$ cat src/rtl/dtc_pkg.sv
// dual timer/counter constants, register map and field layout
package dtc_pkg;
  localparam int ADDR_W = 8;
  // register byte offsets
  localparam logic [ADDR_W-1:0] OFS_MODE = 8'h00;
  localparam logic [ADDR_W-1:0] OFS_CTRL = 8'h04;
  localparam logic [ADDR_W-1:0] OFS_AUX  = 8'h08;
  localparam logic [ADDR_W-1:0] OFS_T0L  = 8'h0C;
  localparam logic [ADDR_W-1:0] OFS_T0H  = 8'h10;
  localparam logic [ADDR_W-1:0] OFS_T1L  = 8'h14;
  localparam logic [ADDR_W-1:0] OFS_T1H  = 8'h18;
  localparam logic [ADDR_W-1:0] OFS_STS  = 8'h1C;
  localparam logic [ADDR_W-1:0] OFS_MASK = 8'h20;
  // mode nibble layout
  localparam int NIB_W    = 4;
  localparam int GATE_BIT = 3;
  localparam int CT_BIT   = 2;
  localparam int MODE_MSB = 1;
  localparam int MODE_LSB = 0;
  localparam logic [1:0] MODE_13     = 2'h0;
  localparam logic [1:0] MODE_16     = 2'h1;
  localparam logic [1:0] MODE_RELOAD = 2'h2;
  localparam logic [1:0] MODE_SPLIT  = 2'h3;
  // control/flag register layout
  localparam int CTRL_TF1    = 7;
  localparam int CTRL_TR1    = 6;
  localparam int CTRL_TF0    = 5;
  localparam int CTRL_TR0    = 4;
  localparam int CTRL_IE0    = 1;
  localparam int CTRL_IT0    = 0;
  localparam int CTRL_STRIDE = 2;
  // auxiliary clock select
  localparam int AUX_FAST0 = 7;
  localparam logic [7:0] AUX_MASK = 8'hC0;
  // vector acknowledge and status order
  localparam int ACK_IE0 = 0;
  localparam int ACK_TF0 = 1;
  localparam int ACK_TF1 = 3;
  // reset values
  localparam logic [7:0]  RST_MODE = 8'h00;
  localparam logic [7:0]  RST_CTRL = 8'h00;
  localparam logic [7:0]  RST_AUX  = 8'h00;
  localparam logic [15:0] RST_CNT  = 16'h0000;
  localparam logic [3:0]  RST_MASK = 4'h0;
  // prescaler
  localparam int DIV_RATIO = 12;
  localparam int DIV_W     = 4;
  localparam logic [DIV_W-1:0] DIV_LAST = DIV_W'(DIV_RATIO - 1);
endpackage : dtc_pkg

$ cat src/rtl/dtc_tick_if.sv
// tick and pin-event carrier between synchroniser and timer core
`timescale 1ns/1ns
`default_nettype none
interface dtc_tick_if;
  logic       tick;     // one-cycle prescaler pulse
  logic [1:0] cnt_fall; // count pin falling edge, per timer
  logic [1:0] ext_fall; // request pin falling edge
  logic [1:0] ext_lvl;  // synchronised request pin level
  modport src (output tick, cnt_fall, ext_fall, ext_lvl);
  modport dst (input tick, cnt_fall, ext_fall, ext_lvl);
endinterface : dtc_tick_if
`default_nettype wire

$ cat src/rtl/dtc_sync.sv
// pin synchroniser, falling edge detector and divide-by-12 prescaler
`timescale 1ns/1ns
`default_nettype none
module dtc_sync
  import dtc_pkg::*;
(
  // clock, reset, freeze
  input  wire logic       pclk,
  input  wire logic       presetn,
  input  wire logic       ce,
  // pins, asynchronous to pclk
  input  wire logic [1:0] count_pin,
  input  wire logic [1:0] ext_request_pin_n,
  // events toward the core
  dtc_tick_if.src         t
);
  typedef struct packed {
    logic [3:0]       ff1;
    logic [3:0]       ff2;
    logic [3:0]       ff3;
    logic [DIV_W-1:0] div;
    logic             tick;
    logic [1:0]       cfall;
    logic [1:0]       efall;
  } dtc_sync_type;

  dtc_sync_type s;
  dtc_sync_type n;
  logic [3:0]   fall;

  // ff1 feeds ff2 only; edges are taken between ff2 and ff3
  always_comb begin
    n       = s;
    n.ff1   = {ext_request_pin_n, count_pin};
    n.ff2   = s.ff1;
    n.ff3   = s.ff2;
    fall    = s.ff3 & ~s.ff2;
    n.cfall = fall[1:0];
    n.efall = fall[3:2];
    n.tick  = (s.div == DIV_LAST);
    n.div   = (s.div == DIV_LAST) ? '0 : s.div + DIV_W'(1);
  end

  always_ff @(posedge pclk or negedge presetn) begin
    if (!presetn) begin
      // chain resets to the pins' idle high level, so no false request follows reset
      s <= '{ff1: '1, ff2: '1, ff3: '1, div: '0, tick: 1'b0, cfall: '0, efall: '0};
    end else if (ce) begin
      s <= n;
    end
  end

  assign t.tick     = s.tick;
  assign t.cnt_fall = s.cfall;
  assign t.ext_fall = s.efall;
  assign t.ext_lvl  = s.ff2[3:2];
endmodule : dtc_sync
`default_nettype wire

$ cat src/rtl/dtc_top.sv
// dual timer/counter core with apb register file and interrupt
`timescale 1ns/1ns
`default_nettype none
module dtc_top
  import dtc_pkg::*;
(
  // clock, reset, freeze
  input  wire logic              pclk,
  input  wire logic              presetn,
  input  wire logic              ce,
  // apb slave
  input  wire logic [ADDR_W-1:0] paddr,
  input  wire logic              psel,
  input  wire logic              penable,
  input  wire logic              pwrite,
  input  wire logic [31:0]       pwdata,
  output logic      [31:0]       prdata,
  output logic                   pready,
  output logic                   pslverr,
  // external pins
  input  wire logic [1:0]        count_pin,
  input  wire logic [1:0]        ext_request_pin_n,
  // vectoring and interrupt
  input  wire logic [3:0]        vec_ack,
  output logic      [3:0]        flag_req,
  output logic                   irq
);
  typedef struct packed {
    logic [7:0]  mode;
    logic [7:0]  timer_run_and_flags;
    logic [7:0]  aux;
    logic [15:0] cnt0;
    logic [15:0] cnt1;
    logic [3:0]  sts;
    logic [3:0]  mask;
    logic [31:0] rdata;
    logic        rdy;
    logic        err;
    logic        irq;
  } dtc_state_type;

  localparam dtc_state_type ST_RST = '{
    mode:  RST_MODE,
    timer_run_and_flags:  RST_CTRL,
    aux:   RST_AUX,
    cnt0:  RST_CNT,
    cnt1:  RST_CNT,
    sts:   '0,
    mask:  RST_MASK,
    rdata: '0,
    rdy:   1'b0,
    err:   1'b0,
    irq:   1'b0
  };

  dtc_state_type s;
  dtc_state_type n;

  logic        setup;
  logic        acc;
  logic        wr;
  logic [7:0]  base;
  logic [1:0]  m0;
  logic [1:0]  m1;
  logic [1:0]  pre;
  logic [1:0]  inc;
  logic [1:0]  ext_ev;
  logic [1:0]  ie_nxt;
  logic        split;
  logic        inc_hi;
  logic        run1;
  logic [16:0] st0;
  logic [16:0] st1;
  logic [8:0]  hi_sum;
  logic        set_tf0;
  logic        set_tf1;
  logic [3:0]  ev;
  logic [3:0]  w1c;
  logic [31:0] rd;
  logic        hit;

  dtc_tick_if t ();

  // pins and prescaler live in their own small module
  dtc_sync u_sync (
    .pclk              (pclk),
    .presetn           (presetn),
    .ce                (ce),
    .count_pin         (count_pin),
    .ext_request_pin_n (ext_request_pin_n),
    .t                 (t)
  );

  // apb phases; one wait-free access after a setup cycle
  assign setup = psel & ~penable;
  assign acc   = psel & penable & s.rdy;
  assign wr    = acc & pwrite;

  // control byte as it stands after a software write
  assign base = (wr && paddr == OFS_CTRL) ? pwdata[7:0] : s.timer_run_and_flags;

  // mode fields of both timers
  assign m0 = s.mode[MODE_MSB:MODE_LSB];
  assign m1 = s.mode[NIB_W+MODE_MSB:NIB_W+MODE_LSB];

  // per timer: clock select, gate, source and request pin handling
  for (genvar i = 0; i < 2; i++) begin : g_tmr
    localparam int TR_B = CTRL_TR0 + CTRL_STRIDE * i;
    localparam int IE_B = CTRL_IE0 + CTRL_STRIDE * i;
    localparam int IT_B = CTRL_IT0 + CTRL_STRIDE * i;
    logic [3:0] nib;
    assign nib = s.mode[i*NIB_W +: NIB_W];
    // undivided clock counts every pclk
    assign pre[i] = s.aux[AUX_FAST0-i] | t.tick;
    // gate lets the request pin level qualify the run bit
    assign inc[i] = s.timer_run_and_flags[TR_B]
                  & (~nib[GATE_BIT] | t.ext_lvl[i])
                  & (nib[CT_BIT] ? t.cnt_fall[i] : pre[i]);
    // new request: an edge, or the pin newly found low in level mode
    assign ext_ev[i] = base[IT_B] ? t.ext_fall[i]
                     : (~t.ext_lvl[i] & ~s.timer_run_and_flags[IE_B]);
    // edge mode is sticky and cleared on vectoring; level mode follows the pin
    assign ie_nxt[i] = base[IT_B]
                     ? ((base[IE_B] & ~vec_ack[ACK_IE0+CTRL_STRIDE*i]) | t.ext_fall[i])
                     : ~t.ext_lvl[i];
  end

  // one count step for modes 0..3; bit 16 is the overflow
  function automatic logic [16:0] dtc_step(input logic [15:0] c,
                                           input logic [1:0]  m);
    logic [13:0] s13;
    logic [8:0]  lo;
    s13 = {1'b0, c[15:8], c[4:0]} + 14'h0001;
    lo  = {1'b0, c[7:0]} + 9'h001;
    unique case (m)
      // 13 bits: high byte and five low bits; bits 7:5 untouched
      MODE_13:     dtc_step = {s13[13], s13[12:5], c[7:5], s13[4:0]};
      MODE_16:     dtc_step = {1'b0, c} + 17'h0_0001;
      // reload low byte from high byte on overflow
      MODE_RELOAD: dtc_step = {lo[8], c[15:8], lo[8] ? c[15:8] : lo[7:0]};
      MODE_SPLIT:  dtc_step = {lo[8], c[15:8], lo[7:0]};
    endcase
  endfunction : dtc_step

  // counting, flags, register writes and read answer
  always_comb begin
    n      = s;
    st0    = dtc_step(s.cnt0, m0);
    st1    = dtc_step(s.cnt1, m1);
    hi_sum = {1'b0, s.cnt0[15:8]} + 9'h001;
    split  = (m0 == MODE_SPLIT);
    // split high byte: timer only, on second run bit, first clock select
    inc_hi = split & s.timer_run_and_flags[CTRL_TR1] & pre[0];
    run1   = inc[1] & (m1 != MODE_SPLIT);
    if (inc[0]) begin
      n.cnt0 = st0[15:0];
    end
    if (inc_hi) begin
      n.cnt0[15:8] = hi_sum[7:0];
    end
    if (run1) begin
      n.cnt1 = st1[15:0];
    end
    set_tf0 = inc[0] & st0[16];
    // second flag belongs to the split high byte while split
    set_tf1 = split ? (inc_hi & hi_sum[8]) : (run1 & st1[16]);

    // software writes; counts written here win over a count step
    w1c = '0;
    if (wr) begin
      case (paddr)
        OFS_MODE: n.mode        = pwdata[7:0];
        OFS_AUX:  n.aux         = pwdata[7:0] & AUX_MASK;
        OFS_T0L:  n.cnt0[7:0]   = pwdata[7:0];
        OFS_T0H:  n.cnt0[15:8]  = pwdata[7:0];
        OFS_T1L:  n.cnt1[7:0]   = pwdata[7:0];
        OFS_T1H:  n.cnt1[15:8]  = pwdata[7:0];
        OFS_STS:  w1c           = pwdata[3:0];
        OFS_MASK: n.mask        = pwdata[3:0];
        default:  n.mask        = s.mask;
      endcase
    end

    // flags: written value, then vectoring clear, then hardware set wins
    n.timer_run_and_flags = base;
    n.timer_run_and_flags[CTRL_TF0] = (base[CTRL_TF0] & ~vec_ack[ACK_TF0]) | set_tf0;
    n.timer_run_and_flags[CTRL_TF1] = (base[CTRL_TF1] & ~vec_ack[ACK_TF1]) | set_tf1;
    n.timer_run_and_flags[CTRL_IE0] = ie_nxt[0];
    n.timer_run_and_flags[CTRL_IE0+CTRL_STRIDE] = ie_nxt[1];

    // sticky status in acknowledge order; a new event beats its clear
    ev    = {set_tf1, ext_ev[1], set_tf0, ext_ev[0]};
    n.sts = (s.sts & ~w1c) | ev;
    n.irq = |(n.sts & n.mask);

    // answer is prepared in the setup cycle and shown in the access cycle
    n.rdy = setup;
    n.err = setup & ~hit;
    if (setup) begin
      n.rdata = rd;
    end
  end

  // read data mux; unmapped offsets answer zero with an error
  always_comb begin
    rd  = '0;
    hit = 1'b1;
    case (paddr)
      OFS_MODE: rd[7:0] = s.mode;
      OFS_CTRL: rd[7:0] = s.timer_run_and_flags;
      OFS_AUX:  rd[7:0] = s.aux;
      OFS_T0L:  rd[7:0] = s.cnt0[7:0];
      OFS_T0H:  rd[7:0] = s.cnt0[15:8];
      OFS_T1L:  rd[7:0] = s.cnt1[7:0];
      OFS_T1H:  rd[7:0] = s.cnt1[15:8];
      OFS_STS:  rd[3:0] = s.sts;
      OFS_MASK: rd[3:0] = s.mask;
      default:  hit     = 1'b0;
    endcase
  end

  // whole state in one register; ce low freezes everything, bus included
  always_ff @(posedge pclk or negedge presetn) begin
    if (!presetn) begin
      s <= ST_RST;
    end else if (ce) begin
      s <= n;
    end
  end

  // outputs straight from the state register
  assign prdata   = s.rdata;
  assign pready   = s.rdy;
  assign pslverr  = s.err;
  assign irq      = s.irq;
  assign flag_req = {s.timer_run_and_flags[CTRL_TF1], s.timer_run_and_flags[CTRL_IE0+CTRL_STRIDE],
                     s.timer_run_and_flags[CTRL_TF0], s.timer_run_and_flags[CTRL_IE0]};
endmodule : dtc_top
`default_nettype wire

$ cat config.mk
export PLATFORM = sky130hd
export DESIGN_NAME = dtc_top
export DESIGN_NICKNAME = d
export VERILOG_FILES = /design/src/rtl/dtc_pkg.sv /design/src/rtl/dtc_tick_if.sv /design/src/rtl/dtc_sync.sv /design/src/rtl/dtc_top.sv
export SDC_FILE = /design/constraint.sdc
export NUM_CORES = 1
export LEC_CHECK = 0
export BUFFER_PORTS_ARGS = -buffer_cell sky130_fd_sc_hd__buf_4
export CAP_MARGIN = 20
export CELL_PAD_IN_SITES_DETAIL_PLACEMENT = 1
export CELL_PAD_IN_SITES_GLOBAL_PLACEMENT = 1
export CORE_ASPECT_RATIO = 1.1
export CORE_MARGIN = 2
export CORE_UTILIZATION = 40
export DETAILED_ROUTE_END_ITERATION = 6
export PLACE_DENSITY_LB_ADDON = 0.1
export SLEW_MARGIN = 20
export SYNTH_ARGS = -nofsm -noshare
export SYNTH_HDL_FRONTEND = slang
export SYNTH_SLANG_ARGS = --single-unit
$ cat constraint.sdc
create_clock -name pclk -period 3.7 [get_ports pclk]
set_clock_uncertainty 0.1 [all_clocks]
set_input_delay 0.185 -clock pclk [delete_from_list [all_inputs] [get_ports pclk]]
set_output_delay 0.185 -clock pclk [all_outputs]
set_load 0.05 [all_outputs]
; Word-level counts from Yosys, hierarchy flattened
; Cells that the tools add are included.
[classes]
n_lt_le_gt_ge = 0
shift = 0
n_div = 0
n_mul = 0
muxes = 28
eq_ne = 16
bitwise_logic = 47
reduce_logical = 10
addsub = 8
[ops]
columns = cell, count
row1 = one-hot mux 17 bit (4 select lines), 2
row2 = two-way mux 8 bit, 8
row3 = "adder 16 x 1 -> 17 bit, second input constant", 2
row4 = "equality test 8 x 5 -> 1 bit, second input constant", 4
row5 = two-way mux 16 bit, 2
row6 = two-way mux 32 bit, 1
row7 = one-hot mux 4 bit (8 select lines), 1
row8 = "adder 13 x 1 -> 14 bit, second input constant", 2
row9 = one-hot mux 4 bit (7 select lines), 1
row10 = "adder 8 x 1 -> 9 bit, second input constant", 3
row11 = AND 1 bit, 21
row12 = two-way mux 4 bit, 5
row13 = "equality test 8 x 4 -> 1 bit, second input constant", 2
row14 = AND 4 bit, 3
row15 = inverter 1 bit, 12
row16 = OR reduction 9 bit, 1
row17 = "equality test 2 bit, second input constant", 4
row18 = "equality test 8 x 3 -> 1 bit, second input constant", 1
row19 = "equality test 8 x 6 -> 1 bit, second input constant", 1
row20 = zero test 8 bit, 1
row21 = two-way mux 1 bit, 8
row22 = inverter 4 bit, 2
row23 = bitwise OR 1 bit, 8
row24 = AND reduction 3 bit, 2
row25 = other kinds (9), 12
[totals]
reg_bits = 90
word_cells = 128
ram_bits = 0
memories = 0
romBits = 0
latch_bits = 0

; Depth between registers and ports, before layout
; Gate-level depths: netlist (run 1).
[depth]
word_depth = 10
mapped_depth = 9
ltp_nobuf = 7

; Modules after synthesis
; Synthesis (run 1) repeated with hierarchy kept, for this count alone.
[unflattened]
cells_unflattened = 683
hier_area_um2 = 6137.1
[modules_own_cells]
columns = mod, cells_each, seq_area_each_um2, area_each_um2, instances
row1 = dtc_top, 612, 1726.7, 5172.5, 1
row2 = dtc_sync, 71, 540.5, 964.7, 1

; Least setup slack after synthesis (run 1)
; No wires, ideal clock.
[synth_timing]
path_type = register to register
start = register s[59] (netlist bit)
end = register s[62] (netlist bit)
path_stages_with_launch = 8
path_buffers = 0
period_less_slack_ns = 2.287
arrival_ns = 2.062
path_slack_ns = 1.413
cell_sequence = dfrtp_1 -> ha_1 -> nand4_1 -> nor4_1 -> o21ai_0 -> a2bb2oi_1 -> o21ai_0 -> mux2_2
[synth_via]
elab_chain_cells = 6
[synth_rtl]
columns = element, line
row1 = "start, declared", dtc_top.sv:56  ; dtc_state_type s;
row2 = "start signal, assigned", dtc_top.sv:227  ; s <= n;
row3 = adder 8 x 1 -> 9 bit, dtc_top.sv:134  ; lo = {1'b0, c[7:0]} + 9'h001;
row4 = two-way mux 8 bit, dtc_top.sv:140  ; MODE_RELOAD: dtc_step = {lo[8], c[15:8], lo[8] ? c[15:8] : lo[7:0]};
row5 = one-hot mux 17 bit (4 select lines) (*), dtc_top.sv:135  ; unique case (m)
row6 = two-way mux 16 bit (*), dtc_top.sv:155  ; if (inc[0]) begin
row7 = two-way mux 8 bit, dtc_top.sv:171  ; case (paddr)
row8 = two-way mux 32 bit (*), dtc_top.sv:170  ; if (wr) begin
; Mark *: on every way between the ends. The rest lies on a longest branch, timed or not.
; A chain may end at the register's enable or synchronous reset.

; Worst setup path after layout (run 1)
[layout_timing]
start = register s[44] (netlist bit)
end = register s[55] (netlist bit)
[layout_via]
elab_chain_cells = 5
[layout_rtl]
columns = element, line
row1 = adder 16 x 1 -> 17 bit or adder 13 x 1 -> 14 bit (tied branches), "dtc_top.sv:138, dtc_top.sv:133"
row2 = one-hot mux 17 bit (4 select lines) (*), dtc_top.sv:135
row3 = two-way mux 16 bit (*), dtc_top.sv:161  ; if (run1) begin
row4 = two-way mux 8 bit, dtc_top.sv:171
row5 = two-way mux 32 bit (*), dtc_top.sv:170
; Marks and branches as above.

==> flow_summary.json, run 1 <==
{
  "comb_power_share_pct": 16.0,
  "initial_core_util_pct": 41.1,
  "ios": 93,
  "p_leak_nw": 2.72,
  "synth.mux.area_fraction_pct": 9.65,
  "synth_edf_count": 0,
  "vias": 5445,
  "synthFlopType": "dfrtp_1",
  "drc_errors": 0,
  "ctsResizeCount": 0,
  "seqPwrFrac_pct": 44.6,
  "cp-start-kind": "register",
  "synthSimpleGateAreaFrac_pct": 17.1,
  "hold_violations": 0,
  "grtUsageMet3_pct": 2.98,
  "ir_drop_mv": 0.240,
  "ys_ff_latch": 90,
  "grtUsageMet2_pct": 41.2,
  "synth_area_leader_cell": "dfrtp_1",
  "timing.rr.start": "s[44]",
  "grt_antenna_before_repair": 0,
  "fin_setup_tns_ps": 0,
  "status": "completed",
  "cts.sinks": 90,
  "yosysMostFrequentCell": "dfrtp_1",
  "cts_root_buf": "clkbuf_16",
  "synth_top_family_by_area": "compound AO/OA/AOI/OAI gates",
  "cap_violations": 0,
  "async_reset_ff_share_pct": 100,
  "insertion_delay_ps": 360,
  "h-tree-depth": 3,
  "switching_power_uw": 847,
  "grt_pass1_wl_um": 32300,
  "hp-start": "vec_ack[1]",
  "numCtsBuffers": 9,
  "finalSetupViolCount": 0,
  "tightestPinTransition_ps": 811,
  "syn_to_final_growth_pct": 11.0,
  "final_cell_area_um2": 6650,
  "r2r-end": "s[55]",
  "rr_worst_depth": 7,
  "diodes": 0,
  "routedWlPerCell_um": 23.1,
  "ys_top_cells_by_area": "dfrtp_1 33%, mux2_2 6.8%, dfstp_2 5.3%",
  "cts_tree": "done",
  "design.die.area_um2": 16000,
  "drv_slew": 0,
  "rows": 46,
  "synth-xor-area-share_pct": 0.877,
  "ant_nets": 0,
  "grt_pass1_vias": 5477,
  "power_density_nw_per_um2": 405,
  "via_per_inst": 6.12,
  "crit_type": "reg -> reg",
  "gp_congestion": 0.915,
  "synthAdderAreaFrac_pct": 0.835,
  "cts_buffer_depth": 2,
  "layout.cells.non_filler": 890,
  "clkPwrFrac_pct": 39.4,
  "die_height_um": 132,
  "critPathMaxFanout": 7,
  "place_area_um2": 6260,
  "min_path_cells": 3,
  "slew_headroom_pct": 45.9,
  "yosysSeqAreaShare_pct": 37.8,
  "die_w_um": 121,
  "io_buffer_count": 44,
  "synth_cells": 680,
  "clk_pin_slew_ps": 70,
  "top_usage_layer": "met2",
  "yosys-top-cells-count": "78 x dfrtp_1, 59 x nand2_1, 58 x o21ai_0",
  "gr-usage-all-layers_pct": 26.5,
  "ys_warn_count": 0,
  "rrSetupSlack_ps": 820,
  "synth.distinct_cells": 67,
  "fin_crit_sh_pct": 77.8,
  "dpl.hpwl_um": 14800,
  "drt-total-wl_um": 20600,
  "drive_gt1_share_pct": 17.5,
  "core-area_um2": 14600,
  "holdPathEnd": "flag_req[1]",
  "grt_max_degree": 82,
  "grt_setup_unrepaired": "false",
  "hp-class": "in -> reg",
  "dp_cells": 869,
  "dr.first_iter.drc_count": 356,
  "timing.fmax_mhz": 347,
  "end_kind": "register",
  "critical_path_arrival_ps": 3020,
  "use_met1_pct": 38.7,
  "period_minus_slack_ps": 2880,
  "syn_area_per_cell_um2": 8.81,
  "syn_area_um2": 5990,
  "yosysTopAreaCellShare_pct": 32.6,
  "grt.overflow.total": 0,
  "p_sw_share_pct": 31.4,
  "dr.pass1.iters": 5,
  "whs_ps": 32.8,
  "cp.required_ps": 3840,
  "p_int_mw": 1.85,
  "fin_nets": 751,
  "synth-compound-area-share_pct": 24.5
}
-- worst max path at each step --
stage | startpoint | endpoint | cells past startpoint
after floorplan | s[59] | s[62] | 7
after global placement | s[44] | s[57] | 7
after detailed placement | s[44] | s[57] | 7
after CTS | s[44] | s[55] | 7
after global routing | s[44] | s[55] | 7
final | s[44] | s[55] | 7
-- cells in the final DEF, fill, tap and decap left out, drive strengths merged, types with 7 or more instances in the layout --
| master | synthesis | final |
|---|---|---|
| dfrtp | 78 | 78 |
| o21ai | 60 | 60 |
| nand2 | 59 | 59 |
| buf | 42 | 51 |
| nor2 | 44 | 44 |
| a21oi | 41 | 41 |
| mux2 | 36 | 36 |
| inv | 29 | 33 |
| conb | 1 | 24 |
| nand3 | 21 | 21 |
| a22oi | 15 | 15 |
| mux2i | 15 | 15 |
| a22o | 14 | 14 |
| nor3 | 13 | 13 |
| o22ai | 12 | 12 |
| dfstp | 12 | 12 |
| nand4 | 10 | 10 |
| a2bb2oi | 10 | 10 |
| nand3b | 9 | 9 |
| a31oi | 9 | 9 |
| clkbuf | 35 | 9 |
| o31ai | 7 | 7 |
| or3 | 7 | 7 |
-- power groups by stage --
stage	Combinational (mW)	Sequential, mW	Clock, mW
global placement	0.413	1.21	0
detailed placement	0.427	1.22	0
finish	0.431	1.20	1.06
global route	0.473	1.21	1.12
CTS	0.434	1.20	1.08
floorplan	0.333	1.17	0
-- logic make-up after synthesis --
| kind of cell | after synthesis |
|---|---|
| other | 1 |
| flip-flops | 90 |
| adder cells (fa/ha/maj) | 4 |
| multiplexers | 52 |
| buffers and inverters | 106 |
| XOR/XNOR | 6 |
| AO/OA/AOI/OAI | 220 |
| AND/OR/NAND/NOR | 201 |
-- final cells by class --
type	count	area [um^2]
Clock buffer	9	225
Fill cell	1715	7910
Tap cell	192	240
Timing Repair Buffer	56	437
Multi-Input combinational cell	507	3260
Sequential cell	90	2270
Inverter	29	109
Clock inverter	7	108
-- worst max-delay path, cell delays in order, from the launching register on --
cell	delay (ps)
dfrtp_1	500
ha_1	280
nand4_1	320
or3_1	490
a2111oi_2	500
nand2_1	180
o31ai_1	310
nor2_1	70
-- through the flow --
step / util (%) / power [mW] / setup WS [ps]
final: 45.7 / 2.69 / 820
after global routing: 45.7 / 2.80 / 670
after CTS: 45.6 / 2.71 / 866
after detailed placement: 43.0 / 1.64 / 944
after global placement: 43.0 / 1.62 / 1050
after floorplan: - / 1.50 / 1410
-- flip-flops by register name (all words and copies together) (netlist names) --
register           flops
flag_req               4
g_tmr.nib              8
irq                    1
prdata                 8
pready                 1
pslverr                1
s                     46
u_sync.n               6
u_sync.s               8
u_sync.t.cnt_fall      2
u_sync.t.ext_fall      2
u_sync.t.ext_lvl       2
u_sync.t.tick          1
-- metal layers --
metal | share of wire, % | up-vias
li1 | - | 2484
met1 | 47 | 2758
met2 | 46 | 172
met3 | 4.5 | 31
met4 | 2.2 | 0
met5 | 0 | -
-- what timing repair did --
| action | 4_1_cts | 5_1_grt |
|---|---|---|
| setup buffers | 0 | 0 |
| hold endpoints to repair | 78 | 0 |
| hold buffers | 5 | 0 |
(Power assumes the default switching activity.)
==> run 2: changes to the inputs <==
==> constraint.sdc (replaced) <==
create_clock -name pclk -period 2.7 [get_ports pclk]
set_clock_uncertainty 0.1 [all_clocks]
set_input_delay 0.135 -clock pclk [delete_from_list [all_inputs] [get_ports pclk]]
set_output_delay 0.135 -clock pclk [all_outputs]
set_load 0.05 [all_outputs]
==> flow_summary.json, run 2 (same netlist as run 1, synthesis figures left out) <==
{
  "final_common_cell": "dfrtp_1",
  "core-area_um2": 14600,
  "cp.required_ps": 2880,
  "largest_reg_flops": 46,
  "p_leak_nw": 2.85,
  "timing.fmax_mhz": 398,
  "critical_path_arrival_ps": 2690,
  "end_kind": "register",
  "dr.first_iter.drc_count": 383,
  "numCtsBuffers": 9,
  "cts_tree": "done",
  "gr-usage-all-layers_pct": 27.2,
  "min_path_cells": 3,
  "drt-total-wl_um": 21200,
  "crit_type": "reg -> reg",
  "grt_pass1_wl_um": 33000,
  "critPathMaxFanout": 7,
  "fin_nets": 777,
  "io_buffer_count": 44,
  "dpl.hpwl_um": 15700,
  "h-tree-depth": 3,
  "die_w_um": 121,
  "power_density_nw_per_um2": 543,
  "period_minus_slack_ps": 2510,
  "post_cts_buffers": 0,
  "clk_pin_slew_ps": 70,
  "ant_nets": 0,
  "grt_antenna_before_repair": 0,
  "cap_violations": 0,
  "routedWlPerCell_um": 23.1,
  "diodes": 0,
  "largest_register": "s",
  "drv_slew": 0,
  "fin_crit_sh_pct": 93.0,
  "grt_max_degree": 55,
  "drc_errors": 0,
  "hold_violations": 0,
  "grt_setup_unrepaired": "false",
  "cts_root_buf": "clkbuf_16",
  "insertion_delay_ps": 360,
  "initial_core_util_pct": 41.1,
  "rr_worst_depth": 7,
  "hp-class": "in -> reg",
  "fin_setup_tns_ps": 0,
  "whs_ps": 16.8,
  "via_per_inst": 6.06,
  "slew_headroom_pct": 54.5,
  "gp_congestion": 0.922,
  "drive_gt1_share_pct": 20.4,
  "dr.pass1.iters": 6,
  "rows": 46,
  "grt.overflow.total": 0,
  "cts.sinks": 90,
  "vias": 5550,
  "cts_buffer_depth": 2,
  "finalSetupViolCount": 0,
  "tightestPinTransition_ps": 682,
  "design.die.area_um2": 16000,
  "rrSetupSlack_ps": 190,
  "syn_to_final_growth_pct": 14.4,
  "ios": 93,
  "layout_common_cells": "78 x dfrtp_1, 77 x buf_4, 59 x nand2_1, 58 x o21ai_0, 44 x nor2_1",
  "status": "completed",
  "ir_drop_mv": 0.412,
  "cp-start-kind": "register",
  "grt_pass1_vias": 5606,
  "die_height_um": 132
}
## run 2: changes by cell type in the layout (fill, tap and decap cells not counted), sizes merged
cell and change:
buf +26
## run 2: final cells by class
type                    count  area [um^2]
clock buffers               9          225
clock inverters             7          108
fillers                  1728         7710
inverters                  29          109
multi-input cells         507         3280
flip-flops and latches     90         2270
well taps                 192          240
repair buffers             82          628
## run 2: path summary, 6_finish.rpt
check	start	to
worst min register to register	prdata[6]	prdata[6]
worst min-delay path	vec_ack[1]	flag_req[1]
worst max-delay path	s[43]	s[57]
max in group asynchronous	presetn	prdata[7]
min in group asynchronous	presetn	u_sync.t.ext_fall[1]
worst max register to register	s[43]	s[57]
## run 2: worst max-delay path, cell delays in order (launching register included)
cell	delay, ps
dfrtp_1	360
ha_1	230
nand4_1	310
or3_1	510
a2111oi_4	420
nand3_1	170
a21oi_1	170
a2bb2oi_1	170
## run 2: per-layer routing
metal | GRT usage, % | wire length [um] | up-vias
li1 | - | - | 2536
met1 | 38.8 | 9770 | 2821
met2 | 43.1 | 9990 | 165
met3 | 3.59 | 1030 | 28
met4 | 7.88 | 378 | 0
met5 | 0 | 0 | -
## run 2: where the power goes
group | total (mW) | internal (mW) | leakage (nW) | switching, mW
Combinational | 0.637 | 0.233 | 1.57 | 0.404
Clock | 1.46 | 0.832 | 0.160 | 0.628
Sequential | 1.63 | 1.48 | 1.12 | 0.142
## run 2: stage by stage
stage | util (%) | instance area, um^2 | std cells | total power, mW | setup WS, ps
floorplan | - | 6080 | 703 | 2.06 | 413
global placement | 44.4 | 6460 | 895 | 2.24 | 251
detailed placement | 44.4 | 6460 | 895 | 2.27 | 127
CTS | 47.0 | 6840 | 916 | 3.74 | 131
global route | 47.1 | 6850 | 916 | 3.87 | 6.05
finish | 47.1 | 6850 | 916 | 3.72 | 188
## run 2: timing repair
item / CTS / global route
setup endpoints to repair: 0 / 2
resized for setup: 0 / 1
hold endpoints to repair: 44 / 0
hold buffers: 5 / 0
